## config.mk

```make
export PLATFORM = sky130hd
export DESIGN_NAME = vgw_datapath
export DESIGN_NICKNAME = d
export VERILOG_FILES = /design/src/inc/vgw_pkg.sv /design/src/rtl/vgw_compare.sv /design/src/rtl/vgw_datapath.sv /design/src/rtl/vgw_write_path.sv
export SDC_FILE = /design/constraint.sdc
export NUM_CORES = 1
export LEC_CHECK = 0
export ABC_AREA = 1
export BUFFER_PORTS_ARGS = -buffer_cell sky130_fd_sc_hd__buf_2
export CAP_MARGIN = 40
export CELL_PAD_IN_SITES_DETAIL_PLACEMENT = 1
export CELL_PAD_IN_SITES_GLOBAL_PLACEMENT = 1
export CORE_ASPECT_RATIO = 0.7
export CORE_UTILIZATION = 40
export CTS_CLUSTER_SIZE = 25
export DETAILED_ROUTE_END_ITERATION = 8
export PLACE_DENSITY = 0.9
export SYNTH_ARGS = -nofsm -noshare
export SYNTH_HDL_FRONTEND = slang
export SYNTH_SLANG_ARGS = --single-unit
```

## constraint.sdc

```tcl
create_clock -name i_sys_clk -period 3.1 [get_ports i_sys_clk]
set_clock_uncertainty 0.1 [all_clocks]
set_input_delay 0.155 -clock i_sys_clk [delete_from_list [all_inputs] [get_ports i_sys_clk]]
set_output_delay 0.155 -clock i_sys_clk [all_outputs]
set_load 0.01 [all_outputs]
```

## src/inc/vgw_pkg.sv

```systemverilog
// package: constants and types for the graphics write/read datapath
package vgw_pkg;
  localparam logic [5:0] IDX_SET_RESET = 6'h00;
  localparam logic [5:0] IDX_SR_ENABLE = 6'h01;
  localparam logic [5:0] IDX_CMP_VALUE = 6'h02;
  localparam logic [5:0] IDX_ROT_FUNC = 6'h03;
  localparam logic [5:0] IDX_PLANE_SEL = 6'h04;
  localparam logic [5:0] IDX_MODE_CTL = 6'h05;
  localparam logic [5:0] IDX_CARE_MASK = 6'h07;
  localparam logic [5:0] IDX_STD_LAST = 6'h08;
  localparam logic [7:0] REG_RESET = 8'h00;
  localparam logic [7:0] LOW_NIBBLE = 8'h0f;
  localparam logic [5:0] INDEX_RESET = 6'h00;
  localparam int ROT_LO = 0;
  localparam int ROT_HI = 2;
  localparam int FUNC_LO = 3;
  localparam int FUNC_HI = 4;
  localparam int READ_MODE_BIT = 3;
  localparam int WMODE_LO = 0;
  localparam int WMODE_HI = 2;

  typedef enum logic [2:0] {
    VGW_WM0 = 3'b000,
    VGW_WM1 = 3'b001,
    VGW_WM2 = 3'b010,
    VGW_WM3 = 3'b011,
    VGW_WM4 = 3'b100,
    VGW_WM5 = 3'b101
  } vgw_wmode_t;

  typedef enum logic [1:0] {
    VGW_FN_NONE = 2'b00,
    VGW_FN_AND = 2'b01,
    VGW_FN_OR = 2'b10,
    VGW_FN_XOR = 2'b11
  } vgw_func_t;

  // host port access
  typedef struct packed {
    logic idx_wr;
    logic data_wr;
    logic data_rd;
    logic [7:0] wdata;
  } vgw_io_t;

  // four planes of one byte address
  typedef struct packed {
    logic [7:0] p3;
    logic [7:0] p2;
    logic [7:0] p1;
    logic [7:0] p0;
  } vgw_planes_t;

  // colour bytes presented to the expansion logic
  typedef struct packed {
    logic [7:0] bg_lo;
    logic [7:0] fg_lo;
    logic bg_valid;
    logic fg_valid;
  } vgw_colors_t;
endpackage : vgw_pkg

```

## src/rtl/vgw_compare.sv

```systemverilog
// colour compare for read mode 1
`timescale 1ns/1ps
module vgw_compare (
  input wire vgw_pkg::vgw_planes_t i_planes,
  input wire logic [3:0] i_color,
  input wire logic [3:0] i_care,
  output logic [7:0] o_match
);
  import vgw_pkg::*;
  logic [3:0] bits;
  always_comb begin
    for (int b = 0; b < 8; b++) begin
      bits = {i_planes.p3[b], i_planes.p2[b], i_planes.p1[b], i_planes.p0[b]};
      // ignored planes always match [RL13]
      o_match[b] = &(~(bits ^ i_color) | ~i_care); // [RL12] [RL13]
    end
  end
endmodule : vgw_compare

```

## src/rtl/vgw_datapath.sv

```systemverilog
// graphics controller index/data registers and host datapath top
// Operation
// [RL1] index selects register at data port
// [RL2] index above eight reaches extension registers
// [RL3] set/reset byte is mode-5 background
// [RL4] wide colour: set/reset is background low byte
// [RL5] set/reset high nibble gated by wide bit
// [RL6] enable high nibble gated by wide bit
// [RL7] enable byte is modes 4/5 foreground
// [RL8] wide colour: enable is foreground low byte
// [RL9] write mode 0 per-plane set/reset substitution
// [RL10] disable bit suppresses set/reset substitution
// [RL11] set/reset value feeds modes 0 and 3
// [RL12] read mode 1 colour compare per bit
// [RL13] care mask zero planes always match
// [RL14] logical function only in write mode 0
// [RL15] function: none, and, or, xor
// [RL16] rotate host data right 0 to 7
// [RL17] rotation precedes all other write operations
// [RL18] rotate and function share one register
// [RL19] latches reload on every memory read
// [RL20] read mode 0 returns selected plane
// [RL21] registers reset to zero, index readback
`timescale 1ns/1ps
module vgw_datapath (
  input wire logic i_sys_clk,
  input wire logic i_rst_n,
  input wire vgw_pkg::vgw_io_t i_io,
  input wire logic i_wide_color,
  input wire logic i_sr_disable,
  input wire logic i_mem_rd,
  input wire vgw_pkg::vgw_planes_t i_mem_data,
  input wire logic i_mem_wr,
  input wire logic [7:0] i_host_wdata,
  output logic [7:0] o_rdata,
  output logic o_ext_sel,
  output logic [5:0] o_ext_index,
  output vgw_pkg::vgw_planes_t o_mem_wdata,
  output logic o_mem_we,
  output vgw_pkg::vgw_colors_t o_colors,
  output logic [7:0] o_host_rdata
);
  import vgw_pkg::*;

  logic [5:0] graphics_index_reg;
  logic [7:0] plane_set_reset_value_reg;
  logic [7:0] plane_set_reset_enable_reg;
  logic [7:0] color_compare_value_reg;
  logic [7:0] rotate_and_function_reg;
  logic [7:0] read_plane_select_reg;
  logic [7:0] graphics_mode_control_reg;
  logic [7:0] compare_care_mask_reg;
  vgw_planes_t latch_reg;
  logic [1:0] wide_sync_reg;
  logic [1:0] srd_sync_reg;
  logic wide;
  logic srd;
  logic [7:0] hi_mask;
  vgw_wmode_t wmode;
  vgw_planes_t wr_data;
  logic [7:0] match;
  logic [7:0] plane_byte;
  logic std_sel;

  // strap-like extension bits come from another block, resynchronised
  always_ff @(posedge i_sys_clk) begin
    if (!i_rst_n) begin
      wide_sync_reg <= 2'b00;
      srd_sync_reg <= 2'b00;
    end else begin
      wide_sync_reg <= {wide_sync_reg[0], i_wide_color};
      srd_sync_reg <= {srd_sync_reg[0], i_sr_disable};
    end
  end
  assign wide = wide_sync_reg[1];
  assign srd = srd_sync_reg[1];
  // upper nibble exists only with wide colour enabled
  assign hi_mask = wide ? ~REG_RESET : LOW_NIBBLE; // [RL5] [RL6]
  assign std_sel = graphics_index_reg <= IDX_STD_LAST; // [RL2]
  assign wmode = vgw_wmode_t'(graphics_mode_control_reg[WMODE_HI:WMODE_LO]);

  always_ff @(posedge i_sys_clk) begin
    if (!i_rst_n) begin
      graphics_index_reg <= INDEX_RESET; // [RL21]
    end else if (i_io.idx_wr) begin
      graphics_index_reg <= i_io.wdata[5:0]; // [RL1]
    end
  end

  // data port writes land on the indexed register
  always_ff @(posedge i_sys_clk) begin
    if (!i_rst_n) begin
      plane_set_reset_value_reg <= REG_RESET; // [RL21]
      plane_set_reset_enable_reg <= REG_RESET;
      color_compare_value_reg <= REG_RESET;
      rotate_and_function_reg <= REG_RESET;
      read_plane_select_reg <= REG_RESET;
      graphics_mode_control_reg <= REG_RESET;
      compare_care_mask_reg <= REG_RESET;
    end else if (i_io.data_wr && std_sel) begin // [RL1]
      case (graphics_index_reg)
        IDX_SET_RESET: plane_set_reset_value_reg <= i_io.wdata & hi_mask; // [RL5]
        IDX_SR_ENABLE: plane_set_reset_enable_reg <= i_io.wdata & hi_mask; // [RL6]
        IDX_CMP_VALUE: color_compare_value_reg <= i_io.wdata & LOW_NIBBLE;
        IDX_ROT_FUNC: rotate_and_function_reg <= {3'h0, i_io.wdata[FUNC_HI:ROT_LO]}; // [RL18]
        IDX_PLANE_SEL: read_plane_select_reg <= {6'h00, i_io.wdata[1:0]};
        IDX_MODE_CTL: graphics_mode_control_reg <= i_io.wdata;
        IDX_CARE_MASK: compare_care_mask_reg <= i_io.wdata & LOW_NIBBLE;
        default: ;
      endcase
    end
  end

  // register readback and extension forwarding
  always_ff @(posedge i_sys_clk) begin
    if (!i_rst_n) begin
      o_rdata <= REG_RESET;
      o_ext_sel <= 1'b0;
      o_ext_index <= INDEX_RESET;
    end else begin
      o_ext_index <= graphics_index_reg;
      o_ext_sel <= !std_sel && (i_io.data_wr || i_io.data_rd); // [RL2]
      if (i_io.data_rd && std_sel) begin
        case (graphics_index_reg)
          // stored high nibble hidden while wide colour is off
          IDX_SET_RESET: o_rdata <= plane_set_reset_value_reg & hi_mask; // [RL5]
          IDX_SR_ENABLE: o_rdata <= plane_set_reset_enable_reg & hi_mask; // [RL6]
          IDX_CMP_VALUE: o_rdata <= color_compare_value_reg;
          IDX_ROT_FUNC: o_rdata <= rotate_and_function_reg;
          IDX_PLANE_SEL: o_rdata <= read_plane_select_reg;
          IDX_MODE_CTL: o_rdata <= graphics_mode_control_reg;
          IDX_CARE_MASK: o_rdata <= compare_care_mask_reg;
          default: o_rdata <= REG_RESET;
        endcase
      end else if (i_io.idx_wr) begin
        o_rdata <= o_rdata;
      end else if (!i_io.data_rd) begin
        o_rdata <= {2'b00, graphics_index_reg}; // [RL21]
      end
    end
  end

  // latches follow every display memory read
  always_ff @(posedge i_sys_clk) begin
    if (!i_rst_n) begin
      latch_reg <= '0;
    end else if (i_mem_rd) begin
      latch_reg <= i_mem_data; // [RL19]
    end
  end

  vgw_write_path u_write (
    .i_host(i_host_wdata),
    .i_rot(rotate_and_function_reg[ROT_HI:ROT_LO]),
    .i_func(vgw_func_t'(rotate_and_function_reg[FUNC_HI:FUNC_LO])),
    .i_wmode(wmode),
    .i_sr_disable(srd),
    .i_sr_value(plane_set_reset_value_reg[3:0]),
    .i_sr_enable(plane_set_reset_enable_reg[3:0]),
    .i_latch(latch_reg),
    .o_data(wr_data)
  );

  vgw_compare u_cmp (
    .i_planes(i_mem_data),
    .i_color(color_compare_value_reg[3:0]),
    .i_care(compare_care_mask_reg[3:0]),
    .o_match(match)
  );

  always_comb begin
    case (read_plane_select_reg[1:0])
      2'h0: plane_byte = i_mem_data.p0;
      2'h1: plane_byte = i_mem_data.p1;
      2'h2: plane_byte = i_mem_data.p2;
      default: plane_byte = i_mem_data.p3;
    endcase
  end

  // memory read result registered with the host read
  always_ff @(posedge i_sys_clk) begin
    if (!i_rst_n) begin
      o_host_rdata <= REG_RESET;
    end else if (i_mem_rd) begin
      if (graphics_mode_control_reg[READ_MODE_BIT]) begin
        o_host_rdata <= match; // [RL12]
      end else begin
        o_host_rdata <= plane_byte; // [RL20]
      end
    end
  end

  always_ff @(posedge i_sys_clk) begin
    if (!i_rst_n) begin
      o_mem_wdata <= '0;
      o_mem_we <= 1'b0;
    end else begin
      o_mem_we <= i_mem_wr;
      if (i_mem_wr) begin
        o_mem_wdata <= wr_data; // [RL9] [RL17]
      end
    end
  end

  // colour bytes for the expansion engine
  always_ff @(posedge i_sys_clk) begin
    if (!i_rst_n) begin
      o_colors <= '0;
    end else begin
      o_colors.bg_lo <= plane_set_reset_value_reg & hi_mask; // [RL3] [RL4]
      o_colors.fg_lo <= plane_set_reset_enable_reg & hi_mask; // [RL7] [RL8]
      o_colors.bg_valid <= (wmode == VGW_WM5); // [RL3]
      o_colors.fg_valid <= (wmode == VGW_WM4) || (wmode == VGW_WM5); // [RL7]
    end
  end
endmodule : vgw_datapath

```

## src/rtl/vgw_write_path.sv

```systemverilog
// write-path datapath: rotate, set/reset, logical function
`timescale 1ns/1ps
module vgw_write_path (
  input wire logic [7:0] i_host,
  input wire logic [2:0] i_rot,
  input wire vgw_pkg::vgw_func_t i_func,
  input wire vgw_pkg::vgw_wmode_t i_wmode,
  input wire logic i_sr_disable,
  input wire logic [3:0] i_sr_value,
  input wire logic [3:0] i_sr_enable,
  input wire vgw_pkg::vgw_planes_t i_latch,
  output vgw_pkg::vgw_planes_t o_data
);
  import vgw_pkg::*;

  function automatic logic [7:0] rotr(input logic [7:0] d, input logic [2:0] n);
    logic [15:0] w;
    w = {d, d} >> n;
    return w[7:0];
  endfunction : rotr

  function automatic logic [7:0] alu(input logic [7:0] a, input logic [7:0] l,
                                     input vgw_func_t f);
    case (f)
      VGW_FN_AND: alu = a & l;
      VGW_FN_OR: alu = a | l;
      VGW_FN_XOR: alu = a ^ l;
      default: alu = a;
    endcase
  endfunction : alu

  logic [7:0] rot;
  logic [7:0] src [4];
  logic [7:0] lat [4];
  logic [7:0] res [4];
  assign rot = rotr(i_host, i_rot); // rotation first [RL16] [RL17]
  assign lat[0] = i_latch.p0;
  assign lat[1] = i_latch.p1;
  assign lat[2] = i_latch.p2;
  assign lat[3] = i_latch.p3;

  always_comb begin
    for (int p = 0; p < 4; p++) begin
      src[p] = rot;
      res[p] = rot;
      if (i_wmode == VGW_WM3) begin
        // set/reset value is the plane data in mode 3 [RL11]
        src[p] = {8{i_sr_value[p]}};
        res[p] = src[p];
      end else if (i_wmode == VGW_WM0) begin
        if (!i_sr_disable && i_sr_enable[p]) begin // [RL9] [RL10]
          src[p] = {8{i_sr_value[p]}}; // [RL11]
        end
        res[p] = alu(src[p], lat[p], i_func); // function only in mode 0 [RL14] [RL15]
      end
    end
  end
  assign o_data = {res[3], res[2], res[1], res[0]};
endmodule : vgw_write_path

```

==> results of run 1 <==
## synthesized netlist by cell type
master	n	share of area
clkbuf_1	43	0.018
o21ai_1	26	0.014
nor2_1	45	0.018
or2_0	1	0.00068
inv_2	16	0.0066
nand3_2	1	0.0011
ha_1	64	0.087
a31oi_1	5	0.0034
nand3b_1	2	0.0016
nor4_1	1	0.00068
buf_6	1	0.0012
nand4_1	8	0.0055
inv_1	159	0.065
o21ai_4	1	0.0018
a21oi_1	165	0.090
a211oi_1	1	0.00082
a21oi_4	1	0.0018
buf_1	3	0.0012
nand2_1	353	0.14
nor2_2	1	0.00068
buf_2	17	0.0093
o31ai_1	1	0.00082
clkinv_2	1	0.00055
o2111ai_1	17	0.016
clkinv_1	19	0.0078
nor3_1	4	0.0022
o211ai_1	26	0.021
nand3_1	77	0.042
o21ai_0	151	0.082
dfxtp_1	155	0.34
buf_4	2	0.0016
nand2_2	4	0.0027
nor2_4	3	0.0037
o22ai_1	9	0.0061
## cell families (layout without fill, tap and decap cells)
kind of cell | after synthesis | in the layout
other | 0 | 1
AO/OA/AOI/OAI | 403 | 403
adder cells (fa/ha/maj) | 64 | 64
buffers and inverters | 261 | 403
AND/OR/NAND/NOR | 500 | 500
flip-flops | 155 | 155
## through the flow
stage | instance area (um2) | utilization | std cells | hold WS [ns]
2_1_floorplan | 9160 | - | 1383 | 0.153
6_report | 10900 | 0.496 | 1831 | 0.0186
3_3_place_gp | 10000 | 0.454 | 1763 | 0.237
4_1_cts | 10900 | 0.496 | 1830 | 0.00852
3_5_place_dp | 10000 | 0.454 | 1763 | 0.247
5_1_grt | 10900 | 0.496 | 1830 | 0.0361
## what timing repair did
action,CTS,global route
endpoints found under the setup margin,0,0
hold buffers,35,0
hold endpoints to repair,41,0
gates resized for setup,0,0
## report_power, final
part	switching [uW]	internal, uW	total [uW]
Sequential	96.9	2100	2200
Combinational	579	295	874
Clock	1050	1070	2120
Total	1730	3470	5200
## layer usage
layer,global-route usage,vias to the layer above,part of all wire
li1,-,4801,-
met3,0.0637,74,0.077
met5,0,-,0
met4,0.112,0,0.023
met2,0.513,384,0.45
met1,0.430,5011,0.45
## worst max-delay path: cells and delay by family, from the launching register on
family                   cells  cell delay [ns]
AO/OA/AOI/OAI                2             0.26
adder cells (fa/ha/maj)      1             0.27
AND/OR/NAND/NOR             10             1.15
buffers and inverters        3             0.35
flip-flops                   1             0.57
## area by class of cell
cell class                      count  area [um2]
Clock buffer                       17         425
Tap cell                          305         382
Multi-Input combinational cell    967        5050
Clock inverter                     15         155
Fill cell                        2973       11100
Inverter                          195         733
Timing Repair Buffer              176        1100
Sequential cell                   155        3100
Antenna cell                        1        2.50
## worst min path at each step
| stage | startpoint | end | slack, ns |
|---|---|---|---|
| 2_1_floorplan | i_sr_disable | srd_sync_reg[0] | 0.15 |
| 3_3_place_gp | i_wide_color | wide_sync_reg[0] | 0.24 |
| 3_5_place_dp | i_sr_disable | srd_sync_reg[0] | 0.25 |
| 4_1_cts | i_io[2] | plane_set_reset_enable_reg[2] | 0.009 |
| 5_1_grt | i_mem_data[16] | latch_reg[16] | 0.04 |
| 6_report | i_io[2] | plane_set_reset_enable_reg[2] | 0.02 |
==> results.sh, run 1 <==
export IMPL_status="complete, no violations"
export IMPL_cts_setup_buffers=0
export IMPL_netlist_area_mm2=0.00916
export IMPL_hold_class="input port to flop"
export IMPL_reg2reg_depth=16
export IMPL_fin_crit_sh=0.892
export IMPL_power_leakage_uw=0.00553
export IMPL_worstSetupPathType="flop to flop"
export IMPL_cts_tree="done"
export IMPL_portBuffers=130
export IMPL_synthCells=1383
export IMPL_crit_start="rotate_and_function_reg[1]"
export IMPL_pin_count=131
export IMPL_rows=45
export IMPL_final_common_cell="nand2_1"
export IMPL_finalHoldViolations=0
export IMPL_cpMaxStageDelayCell="dfxtp_1"
export IMPL_drv_cap=0
export IMPL_post_route_min_period_ns=2.76
export IMPL_postSynthAreaPerCell_um2=6.63
export IMPL_drt_pass1_iter_count=5
export IMPL_clockBufferDepth=2
export IMPL_drive_gt1_frac=0.132
export IMPL_routabilityCongestion=0.954
export IMPL_syn_to_final_growth_pct=19.5
export IMPL_overflow=0
export IMPL_cp_common_cell="nand2_1"
export IMPL_initial_core_util=0.415
export IMPL_path_cells="inv_2 -> nand3_1 -> nand3_1 -> nand2_1 -> nand2_1 -> nand2_1 -> inv_1 -> ha_1 -> nand2_1 -> o2111ai_1 -> nand2_1 -> inv_1 -> nand2_1 -> nand2_1 -> nand2_1 -> a21oi_1"
export IMPL_slew_headroom=0.415
export IMPL_powerDensity_mw_per_mm2=475
export IMPL_r2r_end="o_mem_wdata[17]"
export IMPL_clock_sinks=155
export IMPL_drc_errors=0
export IMPL_synth_fa_ha_area_frac=0.0874
export IMPL_yosys_warnings=0
export IMPL_setup_viol=0
export IMPL_path_clk_slew_ns=0.08
export IMPL_ant_nets=0
export IMPL_timing_rr_start="rotate_and_function_reg[1]"
export IMPL_end_kind="flop"
export IMPL_max_stage_delay_ns=0.57
export IMPL_grt_pass1_vias=10524
export IMPL_synthXorXnorAreaFrac=0
export IMPL_drt_iter0_drc=1022
export IMPL_grt_max_degree=139
export IMPL_synth_compound_area_frac=0.239
export IMPL_syn_num_nets=1504
export IMPL_wl_um=36700
export IMPL_die_x_um=183
export IMPL_crit_required_ns=3.38
export IMPL_nNetsFinal=1633
export IMPL_coreArea_mm2=0.0221
export IMPL_grt_pass1_wl_um=57800
export IMPL_wl_per_cell_um=20.0
export IMPL_clk_latency_ns=0.45
export IMPL_worstPathMaxFanout=10
export IMPL_antenna_found_initial=1
export IMPL_holdPathStages=3
export IMPL_rsz0062_at_grt="false"
export IMPL_reg2reg_slack_ns=0.34
export IMPL_finalSetupTns_ns=0
export IMPL_viasPerCell=5.61
export IMPL_finalPower_uw=5200
export IMPL_cp_start_kind="flop"
export IMPL_cp_endpoint="o_mem_wdata[17]"
export IMPL_layout_common_cells="nand2_1 (353), a21oi_1 (165), inv_1 (159)"
export IMPL_cts_htree_levels=4
export IMPL_place_hpwl_um=25900
export IMPL_worstPathArrival_ns=3.04
export IMPL_track_usage=0.320
export IMPL_post_place_ws_ns=0.457
export IMPL_yosysSeqAreaShare=0.339
export IMPL_ir_worst_vdd_mv=0.398
export IMPL_synth_top_family_by_area="compound AO/OA/AOI/OAI gates"
export IMPL_synth_seq_cells=155
export IMPL_root_buffer="clkbuf_16"
export IMPL_worst_slack_ns=0.336
export IMPL_cts_made_buffers=17
export IMPL_synthMuxAreaShare=0
export IMPL_dieHeight_um=129
export IMPL_fp_dieArea_mm2=0.0235
export IMPL_slew_viol_final=0
export IMPL_worst_slew_pin_slew_ns=0.876
export IMPL_yosys_cell_types_count=34
export IMPL_vias=10270
export IMPL_yosys_area_share_simple=0.224
export IMPL_max_freq_mhz=362
Note: power is estimated with default switching activity, not from simulation.
==> run 2, diff against run 1 <==
- HOLD_SLACK_MARGIN: default -> 0.03
==> run 2 against run 1 <==
Compared with the run above: design area up 0.46%; register-to-register slack better by 0.03 ns; critical path type unchanged; cell count up 0.27%.
==> results.sh, run 2 (synthesis results as in run 1) <==
export IMPL_finalHoldViolations=0
export IMPL_drt_iter0_drc=942
export IMPL_path_clk_slew_ns=0.08
export IMPL_powerDensity_mw_per_mm2=475
export IMPL_place_hpwl_um=25900
export IMPL_holdPathStages=3
export IMPL_final_common_cell="nand2_1"
export IMPL_comb_power_share=0.169
export IMPL_cts_resized=0
export IMPL_worstPathMaxFanout=10
export IMPL_die_x_um=183
export IMPL_wl_per_cell_um=20.1
export IMPL_ir_worst_vdd_mv=0.399
export IMPL_slew_viol_final=0
export IMPL_overflow=0
export IMPL_dieHeight_um=129
export IMPL_drc_errors=0
export IMPL_drt_pass1_iter_count=7
export IMPL_cts_setup_buffers=0
export IMPL_coreArea_mm2=0.0221
export IMPL_timing_rr_start="rotate_and_function_reg[1]"
export IMPL_vias=10365
export IMPL_cp_start_kind="flop"
export IMPL_switching_share=0.335
export IMPL_hold_start="i_mem_data[16]"
export IMPL_fin_crit_sh=0.882
export IMPL_crit_start="rotate_and_function_reg[1]"
export IMPL_cp_common_cell="nand2_1"
export IMPL_setup_viol=0
export IMPL_path_cells="inv_2 -> nand3_1 -> nand3_1 -> nand2_1 -> nand2_1 -> nand2_1 -> inv_1 -> ha_1 -> nand2_1 -> o2111ai_1 -> nand2_1 -> inv_1 -> nand2_1 -> nand2_1 -> nand2_1 -> a21oi_1"
export IMPL_clockBufferDepth=2
export IMPL_slew_headroom=0.410
export IMPL_nNetsFinal=1638
export IMPL_cts_tree="done"
export IMPL_status="complete, no violations"
export IMPL_worstSetupPathType="flop to flop"
export IMPL_portBuffers=130
export IMPL_grt_max_degree=139
export IMPL_drive_gt1_frac=0.132
export IMPL_max_freq_mhz=366
export IMPL_fp_dieArea_mm2=0.0235
export IMPL_critPathTopFamily="simple AND/OR/NAND/NOR gates"
export IMPL_worstPathArrival_ns=3.02
export IMPL_routabilityCongestion=0.954
export IMPL_ant_nets=0
export IMPL_viasPerCell=5.65
export IMPL_worst_path_buf_inv=3
export IMPL_cpMaxStageDelayCell="dfxtp_1"
export IMPL_whs_endpoint="latch_reg[16]"
export IMPL_pin_count=131
export IMPL_p_int_uw=3470
export IMPL_crit_required_ns=3.39
export IMPL_initial_core_util=0.415
export IMPL_reg2reg_depth=16
export IMPL_antenna_found_initial=1
export IMPL_grt_pass1_vias=10620
export IMPL_clk_latency_ns=0.45
export IMPL_post_route_min_period_ns=2.73
export IMPL_rsz0062_at_grt="false"
export IMPL_hold_class="input port to flop"
export IMPL_grt_pass1_wl_um=58100
export IMPL_wl_um=37000
export IMPL_worst_slew_pin_slew_ns=0.885
export IMPL_clockPowerShare=0.410
export IMPL_track_usage=0.321
export IMPL_syn_to_final_growth_pct=20.0
export IMPL_cts_hold_fix_buffers=40
export IMPL_max_stage_delay_ns=0.57
export IMPL_reg2reg_slack_ns=0.37
export IMPL_end_kind="flop"
export IMPL_r2r_end="o_mem_wdata[21]"
export IMPL_clock_sinks=155
export IMPL_cts_made_buffers=17
export IMPL_finalPower_uw=5220
export IMPL_root_buffer="clkbuf_16"
export IMPL_cts_htree_levels=4
export IMPL_finalSetupTns_ns=0
export IMPL_pwr_share_seq=0.421
export IMPL_drv_cap=0
export IMPL_p_sw_uw=1750
export IMPL_rows=45
export IMPL_power_leakage_uw=0.00556
export IMPL_fillers=2983
export IMPL_layout_common_cells="nand2_1 (353), a21oi_1 (165), inv_1 (159)"
[run 2: final cells by class]
| type | instances | area [um2] | share of cell area |
|---|---|---|---|
| multi-input cells | 967 | 5050 | 0.459 |
| clock buffers | 17 | 425 | 0.0387 |
| clock inverters | 15 | 155 | 0.0141 |
| diodes | 1 | 2.50 | 0.000228 |
| well taps | 305 | 382 | 0.0347 |
| flip-flops and latches | 155 | 3100 | 0.282 |
| inverters | 195 | 733 | 0.0667 |
| repair buffers | 181 | 1150 | 0.104 |
[run 2: how the worst max path moves through the flow]
stage,to,slack [ns],cells after the start
floorplan,o_mem_wdata[12],1.09,18
global route,o_mem_wdata[17],0.15,16
global placement,o_mem_wdata[17],0.61,16
detailed placement,o_mem_wdata[17],0.46,16
CTS,o_mem_wdata[21],0.41,16
finish,o_mem_wdata[21],0.37,16
[run 2: power groups by stage]
stage | clock network (uW) | logic (uW) | registers (uW)
finish | 2140 | 882 | 2200
global route | 2230 | 980 | 2210
CTS | 2130 | 866 | 2200
detailed placement | 0 | 811 | 2240
global placement | 0 | 771 | 2240
floorplan | 0 | 479 | 2230
[run 2: metal layers]
| layer | GRT usage | up-vias | wire length (um) |
|---|---|---|---|
| met3 | 0.0739 | 79 | 3090 |
| met2 | 0.518 | 440 | 16500 |
| met1 | 0.423 | 5032 | 16400 |
| li1 | - | 4814 | - |
| met5 | 0 | - | 0 |
| met4 | 0.116 | 0 | 903 |
[run 2: worst reg2reg max path: stages (launching register included)]
cell	delay [ns]
dfxtp_1	0.57
inv_2	0.16
nand3_1	0.14
nand3_1	0.08
nand2_1	0.26
nand2_1	0.14
nand2_1	0.15
inv_1	0.06
ha_1	0.27
nand2_1	0.05
o2111ai_1	0.12
nand2_1	0.09
inv_1	0.09
nand2_1	0.07
nand2_1	0.11
nand2_1	0.06
a21oi_1	0.13
[run 2: metrics by stage]
stage | hold WS, ns | utilization | setup slack [ns] | cells | area, um2
after floorplan | 0.153 | - | 1.09 | 1383 | 9160
after global placement | 0.237 | 0.454 | 0.607 | 1763 | 10000
after detailed placement | 0.247 | 0.454 | 0.457 | 1763 | 10000
after CTS | 0.0386 | 0.498 | 0.413 | 1835 | 11000
after global routing | 0.0343 | 0.498 | 0.146 | 1835 | 11000
final | 0.0492 | 0.498 | 0.366 | 1836 | 11000
